## src/rtl/fqbpi_pkg.sv

```systemverilog
`default_nettype none

package fqbpi_pkg;

  // Bus geometry
  localparam int unsigned AXI_ADDR_W = 12;
  localparam int unsigned AXI_DATA_W = 32;
  localparam int unsigned IDX_W = 10;
  localparam int unsigned ADDR_LSB = 2;

  typedef logic [IDX_W-1:0] fqbpi_idx_t;

  // Query table indices; byte address is four times the index
  localparam fqbpi_idx_t IDX_PAGE_CAP = 10'h127;
  localparam fqbpi_idx_t IDX_BURST_COUNT = 10'h128;
  localparam fqbpi_idx_t IDX_BURST_ONE = 10'h129;
  localparam fqbpi_idx_t IDX_BURST_TWO = 10'h12a;
  localparam fqbpi_idx_t IDX_BURST_THREE = 10'h12b;
  localparam fqbpi_idx_t IDX_REGION_COUNT = 10'h12c;
  localparam fqbpi_idx_t IDX_REGION_SIZE_LO = 10'h12d;
  localparam fqbpi_idx_t IDX_REGION_SIZE_HI = 10'h12e;
  localparam fqbpi_idx_t IDX_REGION_EXTRA = 10'h12f;
  localparam fqbpi_idx_t IDX_IDENT_PARTS = 10'h130;
  localparam fqbpi_idx_t IDX_LOCAL_CONC = 10'h131;
  localparam fqbpi_idx_t IDX_CONC_PROGRAM = 10'h132;
  localparam fqbpi_idx_t IDX_CONC_ERASE = 10'h133;

  // Block control and status words
  localparam fqbpi_idx_t IDX_CTRL = 10'h140;
  localparam fqbpi_idx_t IDX_STATUS = 10'h141;
  localparam int unsigned CTRL_MUX_BIT = 0;
  localparam logic CTRL_MUX_RESET = 1'b0;
  localparam int unsigned STATUS_MUX_BIT = 0;
  localparam int unsigned STATUS_LAST_LSB = 16;

  // Fixed table contents
  localparam logic [7:0] PAGE_EXP_NONMUX = 8'h05;
  localparam logic [7:0] PAGE_EXP_MUX = 8'h00;
  localparam logic [7:0] BURST_FIELD_COUNT = 8'h03;
  localparam logic [7:0] BURST_N_ONE = 8'h02;
  localparam logic [7:0] BURST_N_TWO = 8'h03;
  localparam logic [7:0] BURST_N_CONT = 8'h07;
  localparam logic [7:0] BURST_N_MASK = 8'h07;

  // AXI responses
  localparam logic [1:0] RESP_OKAY = 2'b00;
  localparam logic [1:0] RESP_SLVERR = 2'b10;

  typedef enum logic [1:0] {RD_IDLE, RD_FETCH, RD_DATA, RD_RESP} fqbpi_rd_state_t;
  typedef enum logic [1:0] {WR_COLLECT, WR_COMMIT, WR_RESP} fqbpi_wr_state_t;

  function automatic fqbpi_idx_t fqbpi_idx_of(input logic [AXI_ADDR_W-1:0] addr);
    return addr[AXI_ADDR_W-1:ADDR_LSB];
  endfunction : fqbpi_idx_of

  function automatic logic fqbpi_is_query(input fqbpi_idx_t idx);
    return (idx >= IDX_PAGE_CAP) && (idx <= IDX_CONC_ERASE);
  endfunction : fqbpi_is_query

  // Only the 3-bit burst code is live; the upper five bits read as zero
  function automatic logic [7:0] fqbpi_burst_field(input logic [7:0] n);
    return n & BURST_N_MASK;
  endfunction : fqbpi_burst_field

endpackage : fqbpi_pkg

`default_nettype wire

```

## src/rtl/fqbpi_query_rom.sv

```systemverilog
`default_nettype none

module fqbpi_query_rom #(
  parameter logic [7:0] REGION_COUNT = 8'h01,
  parameter logic [15:0] REGION_INFO_SIZE = 16'h0011,
  parameter logic [7:0] REGION_EXTRA = 8'h00,
  parameter logic [7:0] IDENT_PARTS = 8'h08,
  parameter logic [7:0] LOCAL_CONC = 8'h11,
  parameter logic [7:0] CONC_PROGRAM = 8'h00,
  parameter logic [7:0] CONC_ERASE = 8'h00
) (
  // Clock and reset
  input wire logic aclk,
  input wire logic aresetn,
  // Lookup
  input wire fqbpi_pkg::fqbpi_idx_t idx,
  input wire logic mux_variant,
  // Registered answer
  output logic [7:0] data_q
);
  import fqbpi_pkg::*;

  typedef struct packed {
    logic [7:0] data;
  } fqbpi_rom_state_t;

  fqbpi_rom_state_t s_q;
  fqbpi_rom_state_t s_d;

  always_comb begin
    s_d = s_q;
    unique case (idx)
      // Page size is 2**n bytes; zero means no page buffer
      IDX_PAGE_CAP: s_d.data = mux_variant ? PAGE_EXP_MUX : PAGE_EXP_NONMUX;
      IDX_BURST_COUNT: s_d.data = BURST_FIELD_COUNT;
      IDX_BURST_ONE: s_d.data = fqbpi_burst_field(BURST_N_ONE);
      IDX_BURST_TWO: s_d.data = fqbpi_burst_field(BURST_N_TWO);
      IDX_BURST_THREE: s_d.data = fqbpi_burst_field(BURST_N_CONT);
      IDX_REGION_COUNT: s_d.data = REGION_COUNT;
      IDX_REGION_SIZE_LO: s_d.data = REGION_INFO_SIZE[7:0];
      IDX_REGION_SIZE_HI: s_d.data = REGION_INFO_SIZE[15:8];
      IDX_REGION_EXTRA: s_d.data = REGION_EXTRA;
      IDX_IDENT_PARTS: s_d.data = IDENT_PARTS;
      IDX_LOCAL_CONC: s_d.data = LOCAL_CONC;
      IDX_CONC_PROGRAM: s_d.data = CONC_PROGRAM;
      IDX_CONC_ERASE: s_d.data = CONC_ERASE;
      default: s_d.data = 8'h00;
    endcase
  end

  always_ff @(posedge aclk) begin
    if (!aresetn) begin
      s_q <= '0;
    end else begin
      s_q <= s_d;
    end
  end

  assign data_q = s_q.data;

endmodule : fqbpi_query_rom

`default_nettype wire

```

## src/rtl/fqbpi_query_table.sv

```systemverilog
`default_nettype none

module fqbpi_query_table #(
  parameter logic [7:0] REGION_COUNT = 8'h01,
  parameter logic [15:0] REGION_INFO_SIZE = 16'h0011,
  parameter logic [7:0] REGION_EXTRA = 8'h00,
  parameter logic [7:0] IDENT_PARTS = 8'h08,
  parameter logic [7:0] LOCAL_CONC = 8'h11,
  parameter logic [7:0] CONC_PROGRAM = 8'h00,
  parameter logic [7:0] CONC_ERASE = 8'h00
) (
  // Clock and reset
  input wire logic aclk,
  input wire logic aresetn,
  // Write address channel
  input wire logic [fqbpi_pkg::AXI_ADDR_W-1:0] s_axi_awaddr,
  input wire logic [2:0] s_axi_awprot,
  input wire logic s_axi_awvalid,
  output logic s_axi_awready,
  // Write data channel
  input wire logic [fqbpi_pkg::AXI_DATA_W-1:0] s_axi_wdata,
  input wire logic [3:0] s_axi_wstrb,
  input wire logic s_axi_wvalid,
  output logic s_axi_wready,
  // Write response channel
  output logic [1:0] s_axi_bresp,
  output logic s_axi_bvalid,
  input wire logic s_axi_bready,
  // Read address channel
  input wire logic [fqbpi_pkg::AXI_ADDR_W-1:0] s_axi_araddr,
  input wire logic [2:0] s_axi_arprot,
  input wire logic s_axi_arvalid,
  output logic s_axi_arready,
  // Read data channel
  output logic [fqbpi_pkg::AXI_DATA_W-1:0] s_axi_rdata,
  output logic [1:0] s_axi_rresp,
  output logic s_axi_rvalid,
  input wire logic s_axi_rready
);
  import fqbpi_pkg::*;

  typedef struct packed {
    // Write side
    fqbpi_wr_state_t wr_state;
    logic aw_ready;
    logic w_ready;
    logic aw_held;
    logic w_held;
    fqbpi_idx_t wr_idx;
    logic [7:0] wr_byte;
    logic wr_lane0;
    logic b_valid;
    logic [1:0] b_resp;
    // Read side
    fqbpi_rd_state_t rd_state;
    logic ar_ready;
    fqbpi_idx_t rd_idx;
    logic r_valid;
    logic [1:0] r_resp;
    logic [AXI_DATA_W-1:0] r_data;
    // Block state
    logic mux_variant;
    fqbpi_idx_t last_query;
  } fqbpi_state_t;

  fqbpi_state_t s_q;
  fqbpi_state_t s_d;

  logic [7:0] rom_data;
  logic aw_fire;
  logic w_fire;
  logic ar_fire;
  logic b_fire;
  logic r_fire;
  logic wr_ok;
  logic rd_query;
  logic rd_ctrl;
  logic rd_status;
  logic [AXI_DATA_W-1:0] ctrl_word;
  logic [AXI_DATA_W-1:0] status_word;

  // The table sits in its own lookup so read data always leave a flop
  fqbpi_query_rom #(
    .REGION_COUNT(REGION_COUNT),
    .REGION_INFO_SIZE(REGION_INFO_SIZE),
    .REGION_EXTRA(REGION_EXTRA),
    .IDENT_PARTS(IDENT_PARTS),
    .LOCAL_CONC(LOCAL_CONC),
    .CONC_PROGRAM(CONC_PROGRAM),
    .CONC_ERASE(CONC_ERASE)
  ) u_rom (
    .aclk(aclk),
    .aresetn(aresetn),
    .idx(s_q.rd_idx),
    .mux_variant(s_q.mux_variant),
    .data_q(rom_data)
  );

  assign aw_fire = s_axi_awvalid && s_q.aw_ready;
  assign w_fire = s_axi_wvalid && s_q.w_ready;
  assign ar_fire = s_axi_arvalid && s_q.ar_ready;
  assign b_fire = s_q.b_valid && s_axi_bready;
  assign r_fire = s_q.r_valid && s_axi_rready;

  // Only the control word takes writes; query entries are fixed
  assign wr_ok = (s_q.wr_idx == IDX_CTRL);

  assign rd_query = fqbpi_is_query(s_q.rd_idx);
  assign rd_ctrl = (s_q.rd_idx == IDX_CTRL);
  assign rd_status = (s_q.rd_idx == IDX_STATUS);

  always_comb begin
    ctrl_word = '0;
    ctrl_word[CTRL_MUX_BIT] = s_q.mux_variant;
  end

  always_comb begin
    status_word = '0;
    status_word[STATUS_MUX_BIT] = s_q.mux_variant;
    status_word[STATUS_LAST_LSB +: IDX_W] = s_q.last_query;
  end

  always_comb begin
    s_d = s_q;

    // Write channel: address and data may arrive in either order
    unique case (s_q.wr_state)
      WR_COLLECT: begin
        if (aw_fire) begin
          s_d.aw_ready = 1'b0;
          s_d.aw_held = 1'b1;
          s_d.wr_idx = fqbpi_idx_of(s_axi_awaddr);
        end
        if (w_fire) begin
          s_d.w_ready = 1'b0;
          s_d.w_held = 1'b1;
          s_d.wr_byte = s_axi_wdata[7:0];
          s_d.wr_lane0 = s_axi_wstrb[0];
        end
        if (s_d.aw_held && s_d.w_held) begin
          s_d.wr_state = WR_COMMIT;
        end
      end
      WR_COMMIT: begin
        if (wr_ok && s_q.wr_lane0) begin
          // Variant choice steers the page byte served from the table
          s_d.mux_variant = s_q.wr_byte[CTRL_MUX_BIT];
        end
        s_d.b_resp = wr_ok ? RESP_OKAY : RESP_SLVERR;
        s_d.b_valid = 1'b1;
        s_d.aw_held = 1'b0;
        s_d.w_held = 1'b0;
        s_d.wr_state = WR_RESP;
      end
      WR_RESP: begin
        if (b_fire) begin
          s_d.b_valid = 1'b0;
          s_d.aw_ready = 1'b1;
          s_d.w_ready = 1'b1;
          s_d.wr_state = WR_COLLECT;
        end
      end
    endcase

    // Read channel: one cycle to index the table, one to form the word
    unique case (s_q.rd_state)
      RD_IDLE: begin
        if (ar_fire) begin
          s_d.ar_ready = 1'b0;
          s_d.rd_idx = fqbpi_idx_of(s_axi_araddr);
          s_d.rd_state = RD_FETCH;
        end
      end
      RD_FETCH: begin
        s_d.rd_state = RD_DATA;
      end
      RD_DATA: begin
        s_d.r_data = '0;
        s_d.r_resp = RESP_OKAY;
        if (rd_query) begin
          // Byte in the low lane, everything above reads zero
          s_d.r_data[7:0] = rom_data;
          s_d.last_query = s_q.rd_idx;
        end else if (rd_ctrl) begin
          s_d.r_data = ctrl_word;
        end else if (rd_status) begin
          s_d.r_data = status_word;
        end else begin
          s_d.r_resp = RESP_SLVERR;
        end
        s_d.r_valid = 1'b1;
        s_d.rd_state = RD_RESP;
      end
      RD_RESP: begin
        if (r_fire) begin
          s_d.r_valid = 1'b0;
          s_d.ar_ready = 1'b1;
          s_d.rd_state = RD_IDLE;
        end
      end
    endcase
  end

  always_ff @(posedge aclk) begin
    if (!aresetn) begin
      s_q <= '0;
      s_q.wr_state <= WR_COLLECT;
      s_q.rd_state <= RD_IDLE;
      s_q.aw_ready <= 1'b1;
      s_q.w_ready <= 1'b1;
      s_q.ar_ready <= 1'b1;
      s_q.b_resp <= RESP_OKAY;
      s_q.r_resp <= RESP_OKAY;
      s_q.mux_variant <= CTRL_MUX_RESET;
    end else begin
      s_q <= s_d;
    end
  end

  // Every bus output is a flop of the state record
  assign s_axi_awready = s_q.aw_ready;
  assign s_axi_wready = s_q.w_ready;
  assign s_axi_bvalid = s_q.b_valid;
  assign s_axi_bresp = s_q.b_resp;
  assign s_axi_arready = s_q.ar_ready;
  assign s_axi_rvalid = s_q.r_valid;
  assign s_axi_rresp = s_q.r_resp;
  assign s_axi_rdata = s_q.r_data;

endmodule : fqbpi_query_table

`default_nettype wire

```

## config.mk

```make
export PLATFORM = sky130hd
export DESIGN_NAME = fqbpi_query_table
export DESIGN_NICKNAME = d
export VERILOG_FILES = /design/src/rtl/fqbpi_pkg.sv /design/src/rtl/fqbpi_query_rom.sv /design/src/rtl/fqbpi_query_table.sv
export SDC_FILE = /design/constraint.sdc
export NUM_CORES = 1
export LEC_CHECK = 0
export BUFFER_PORTS_ARGS = -buffer_cell sky130_fd_sc_hd__clkbuf_2
export CORE_ASPECT_RATIO = 1.75
export CORE_MARGIN = 5
export CORE_UTILIZATION = 45
export CTS_BUF_LIST = sky130_fd_sc_hd__clkbuf_2
export CTS_CLUSTER_SIZE = 10
export DETAILED_ROUTE_END_ITERATION = 12
export PLACE_DENSITY = 0.87
export SLEW_MARGIN = 25
export SYNTH_ARGS = -nofsm -noshare
export SYNTH_HDL_FRONTEND = slang
export SYNTH_SLANG_ARGS = --single-unit
```

## constraint.sdc

```tcl
create_clock -name aclk -period 1.4 [get_ports aclk]
set_input_delay 0 -clock aclk [delete_from_list [all_inputs] [get_ports aclk]]
set_output_delay 0 -clock aclk [all_outputs]
set_load 0.03 [all_outputs]
```

==> impl_metrics.env <==
export IMPL_status="complete, no violations"
export IMPL_ys_seq_area_share_pct=45.2
export IMPL_rows=39
export IMPL_rsz0062_at_grt="yes"
export IMPL_drive_gt1_share_pct=30.2
export IMPL_setup_tns_ns=0
export IMPL_overflow=0
export IMPL_wirelength_um=7140
export IMPL_synth_edf_count=0
export IMPL_cts_tree="yes"
export IMPL_cpMaxStageDelayCell="dfxtp_4"
export IMPL_worstPathMaxFanout=4
export IMPL_cpPeakStageDelay_ns=0.40
export IMPL_yosys_warnings=0
export IMPL_clkLatencyLatePin_ns=0.48
export IMPL_vias=2583
export IMPL_r2r_start="s_q[47]"
export IMPL_diodes=0
export IMPL_synth_async_reset_ratio_pct=0
export IMPL_max_cap_violations=0
export IMPL_postLayoutCellArea_sq_um=3820
export IMPL_setup_viol=0
export IMPL_crit_chain="nor4_4 -> nand2_2 -> or3_1 -> a31oi_1"
export IMPL_dp_hpwl_um=4720
export IMPL_slew_violations=0
export IMPL_criticalPathCategory="flip-flop to flip-flop"
export IMPL_drtAntennaViolNets=0
export IMPL_htree_levels=3
export IMPL_r2r_end="s_axi_rdata[0]"
export IMPL_critPathRequiredTime_ns=1.81
export IMPL_grt_pass1_wl_um=11600
export IMPL_wl_met1_um=2410
export IMPL_fin_crit_ns=1.39
export IMPL_antenna_found_initial=0
export IMPL_hp_class="input port to flip-flop"
export IMPL_r2r_cells=4
export IMPL_ir_worst_vdd_mv=1.37
export IMPL_fp_dieH_um=117
export IMPL_placed_cell_area_sq_um=3230
export IMPL_crit_buf_inv=0
export IMPL_dp_cells=458
export IMPL_dieArea_sq_um=8270
export IMPL_cts_buffers=9
export IMPL_firstDrtPassIters=4
export IMPL_grt_pass1_vias=2662
export IMPL_clock_skew_ns=0.0195
export IMPL_cp_start_kind="flip-flop"
export IMPL_core_area_sq_um=6440
export IMPL_drc=0
export IMPL_final_hold_viol_count=0
export IMPL_clkTransAtPathRegs_ns=0.19
export IMPL_cp_arrival_ns=1.81
export IMPL_multiInputGateArea_sq_um=1400
export IMPL_fin_crit_sh_pct=99.5
export IMPL_fmax_mhz=718
export IMPL_netlist_area_sq_um=2920
export IMPL_endpoint_kind="flip-flop"
export IMPL_post_drt_wl_per_cell_um=14.1
export IMPL_crit_start="s_q[47]"
export IMPL_worst_path_stages=4
export IMPL_critPathTopFamily="simple AND/OR/NAND/NOR gates"
export IMPL_io_pins=114
export IMPL_hp_start="s_axi_araddr[2]"
export IMPL_rrSetupSlack_ns=0.007
export IMPL_worst_pin_slew_ns=0.486
export IMPL_final_nets=498
export IMPL_io_buffers=50
export IMPL_top_layer="met4"
export IMPL_clk_path_buf_depth=2
export IMPL_grt_max_degree=34
export IMPL_syn_avg_cell_area_sq_um=8.72
export IMPL_nFillCells=562
export IMPL_routed_via_density=5.10
export IMPL_synthCells=335
export IMPL_fin_cells=506
export IMPL_power_density_nw_per_um2=1590
export IMPL_start_util_pct=45.4
export IMPL_cts_sinks=66
export IMPL_ys_ff_latch=66
export IMPL_register_area_sq_um=1340
export IMPL_synthFlopType="dfxtp_1"
export IMPL_area_growth_pct=30.9
export IMPL_layout_commonest_cell="nand2_1"
export IMPL_place_congestion=0.860
export IMPL_leakage_nw=1.63
export IMPL_drt_iter0_drc=179
export IMPL_maxSlewHeadroom_pct=67.1
export IMPL_route_met2_wl_um=3980
export IMPL_die_w_um=70.9
export IMPL_grtUsageTotal_pct=17.8
export IMPL_clock_root_buffer="clkbuf_2"
export IMPL_final_cell_mix="nand2_1, clkbuf_2, dfxtp_1"
export IMPL_route_met3_wl_um=408
export IMPL_crit_end="s_axi_rdata[0]"
export IMPL_yosys_cell_types_count=42
-- routing by layer --
metal	vias to the layer above	track usage (%)
met4	0	12.0
met3	26	4.39
met1	1192	16.5
met5	-	0
met2	94	33.6
li1	1271	-
-- worst min-delay path: stages --
cell           delay, ns
dlygate4sd3_1       0.54
clkbuf_2            0.10
nand2_1             0.04
a21oi_1             0.05
-- synthesized netlist by cell type (2+ instances only) --
cell	number	area share [%]
nor2b_1	2	0.43
o21ai_0	12	2.1
and3_1	5	1.1
inv_1	9	1.2
o22a_1	2	0.60
nand4_1	2	0.43
clkbuf_1	12	1.5
nor2_1	12	1.5
a22o_1	10	3.0
a31oi_1	5	1.1
a21oi_1	31	5.3
nor4_4	2	1.5
nor4b_1	2	0.60
nor3_1	7	1.2
mux2i_1	8	2.7
nand2_1	68	8.7
nor4_1	2	0.43
nand3_1	13	2.2
dfxtp_1	66	45
buf_4	38	9.8
ha_1	6	2.6
-- report_power, final --
part | internal, mW | leakage [nW] | switching, mW | total [mW]
Sequential | 2.15 | 0.542 | 0.241 | 2.40
Clock | 0.770 | 0.0958 | 0.681 | 1.45
Combinational | 0.997 | 0.996 | 1.25 | 2.24
-- worst min-delay path by stage --
| stage | end | cells past startpoint |
|---|---|---|
| final | s_q[46] | 4 |
| after global routing | s_q[46] | 4 |
| after CTS | s_q[55] | 4 |
| after detailed placement | s_q[76] | 3 |
| after global placement | s_q[78] | 3 |
| after floorplan | s_q[77] | 2 |
-- state kept, by name, summed over array words and instances (netlist names) --
name / cells
ctrl_word: 1
s_axi_arready: 1
s_axi_awready: 1
s_axi_bresp: 1
s_axi_bvalid: 1
s_axi_rdata: 15
s_axi_rresp: 1
s_axi_rvalid: 1
s_axi_wready: 1
s_q: 38
u_rom.data_q: 5
-- repair_timing --
action | 4_1_cts | 5_1_grt
resized for setup | 12 | 24
hold endpoints to repair | 32 | 0
pin swaps | 4 | 8
hold buffers | 28 | 0
setup buffers | 1 | 2
cloned | 0 | 1
setup endpoints to repair | 23 | 46
-- kinds of logic after synthesis --
kind of cell | after synthesis | synth area share [%]
AND/OR/NAND/NOR | 124 | 21.4
AO/OA/AOI/OAI | 69 | 15.0
flip-flops | 66 | 45.2
buffers and inverters | 61 | 13.0
multiplexers | 8 | 2.74
adder cells (fa/ha/maj) | 6 | 2.57
other | 1 | 0.128
-- final cells by class --
class	instances	share of cell area, %
clock buffer	9	1.18
clock inverter	7	3.07
inverter	10	0.981
multi-input combinational	227	36.5
sequential	66	35.1
tap	82	2.68
timing repair buffer	105	20.5
-- metrics by stage --
stage / hold WS [ns] / setup WS, ns / power, mW / utilization (%)
6_report: 0.256 / 0.00747 / 6.09 / 59.4
4_1_cts: 0.232 / 0.00458 / 5.85 / 57.7
3_5_place_dp: 0.231 / -0.0799 / 4.31 / 50.2
2_1_floorplan: 0.136 / 0.00890 / 3.68 / -
3_3_place_gp: 0.224 / -0.0331 / 4.22 / 50.2
5_1_grt: 0.214 / -0.136 / 6.46 / 59.4
Power figures use the tool's default switching activity.
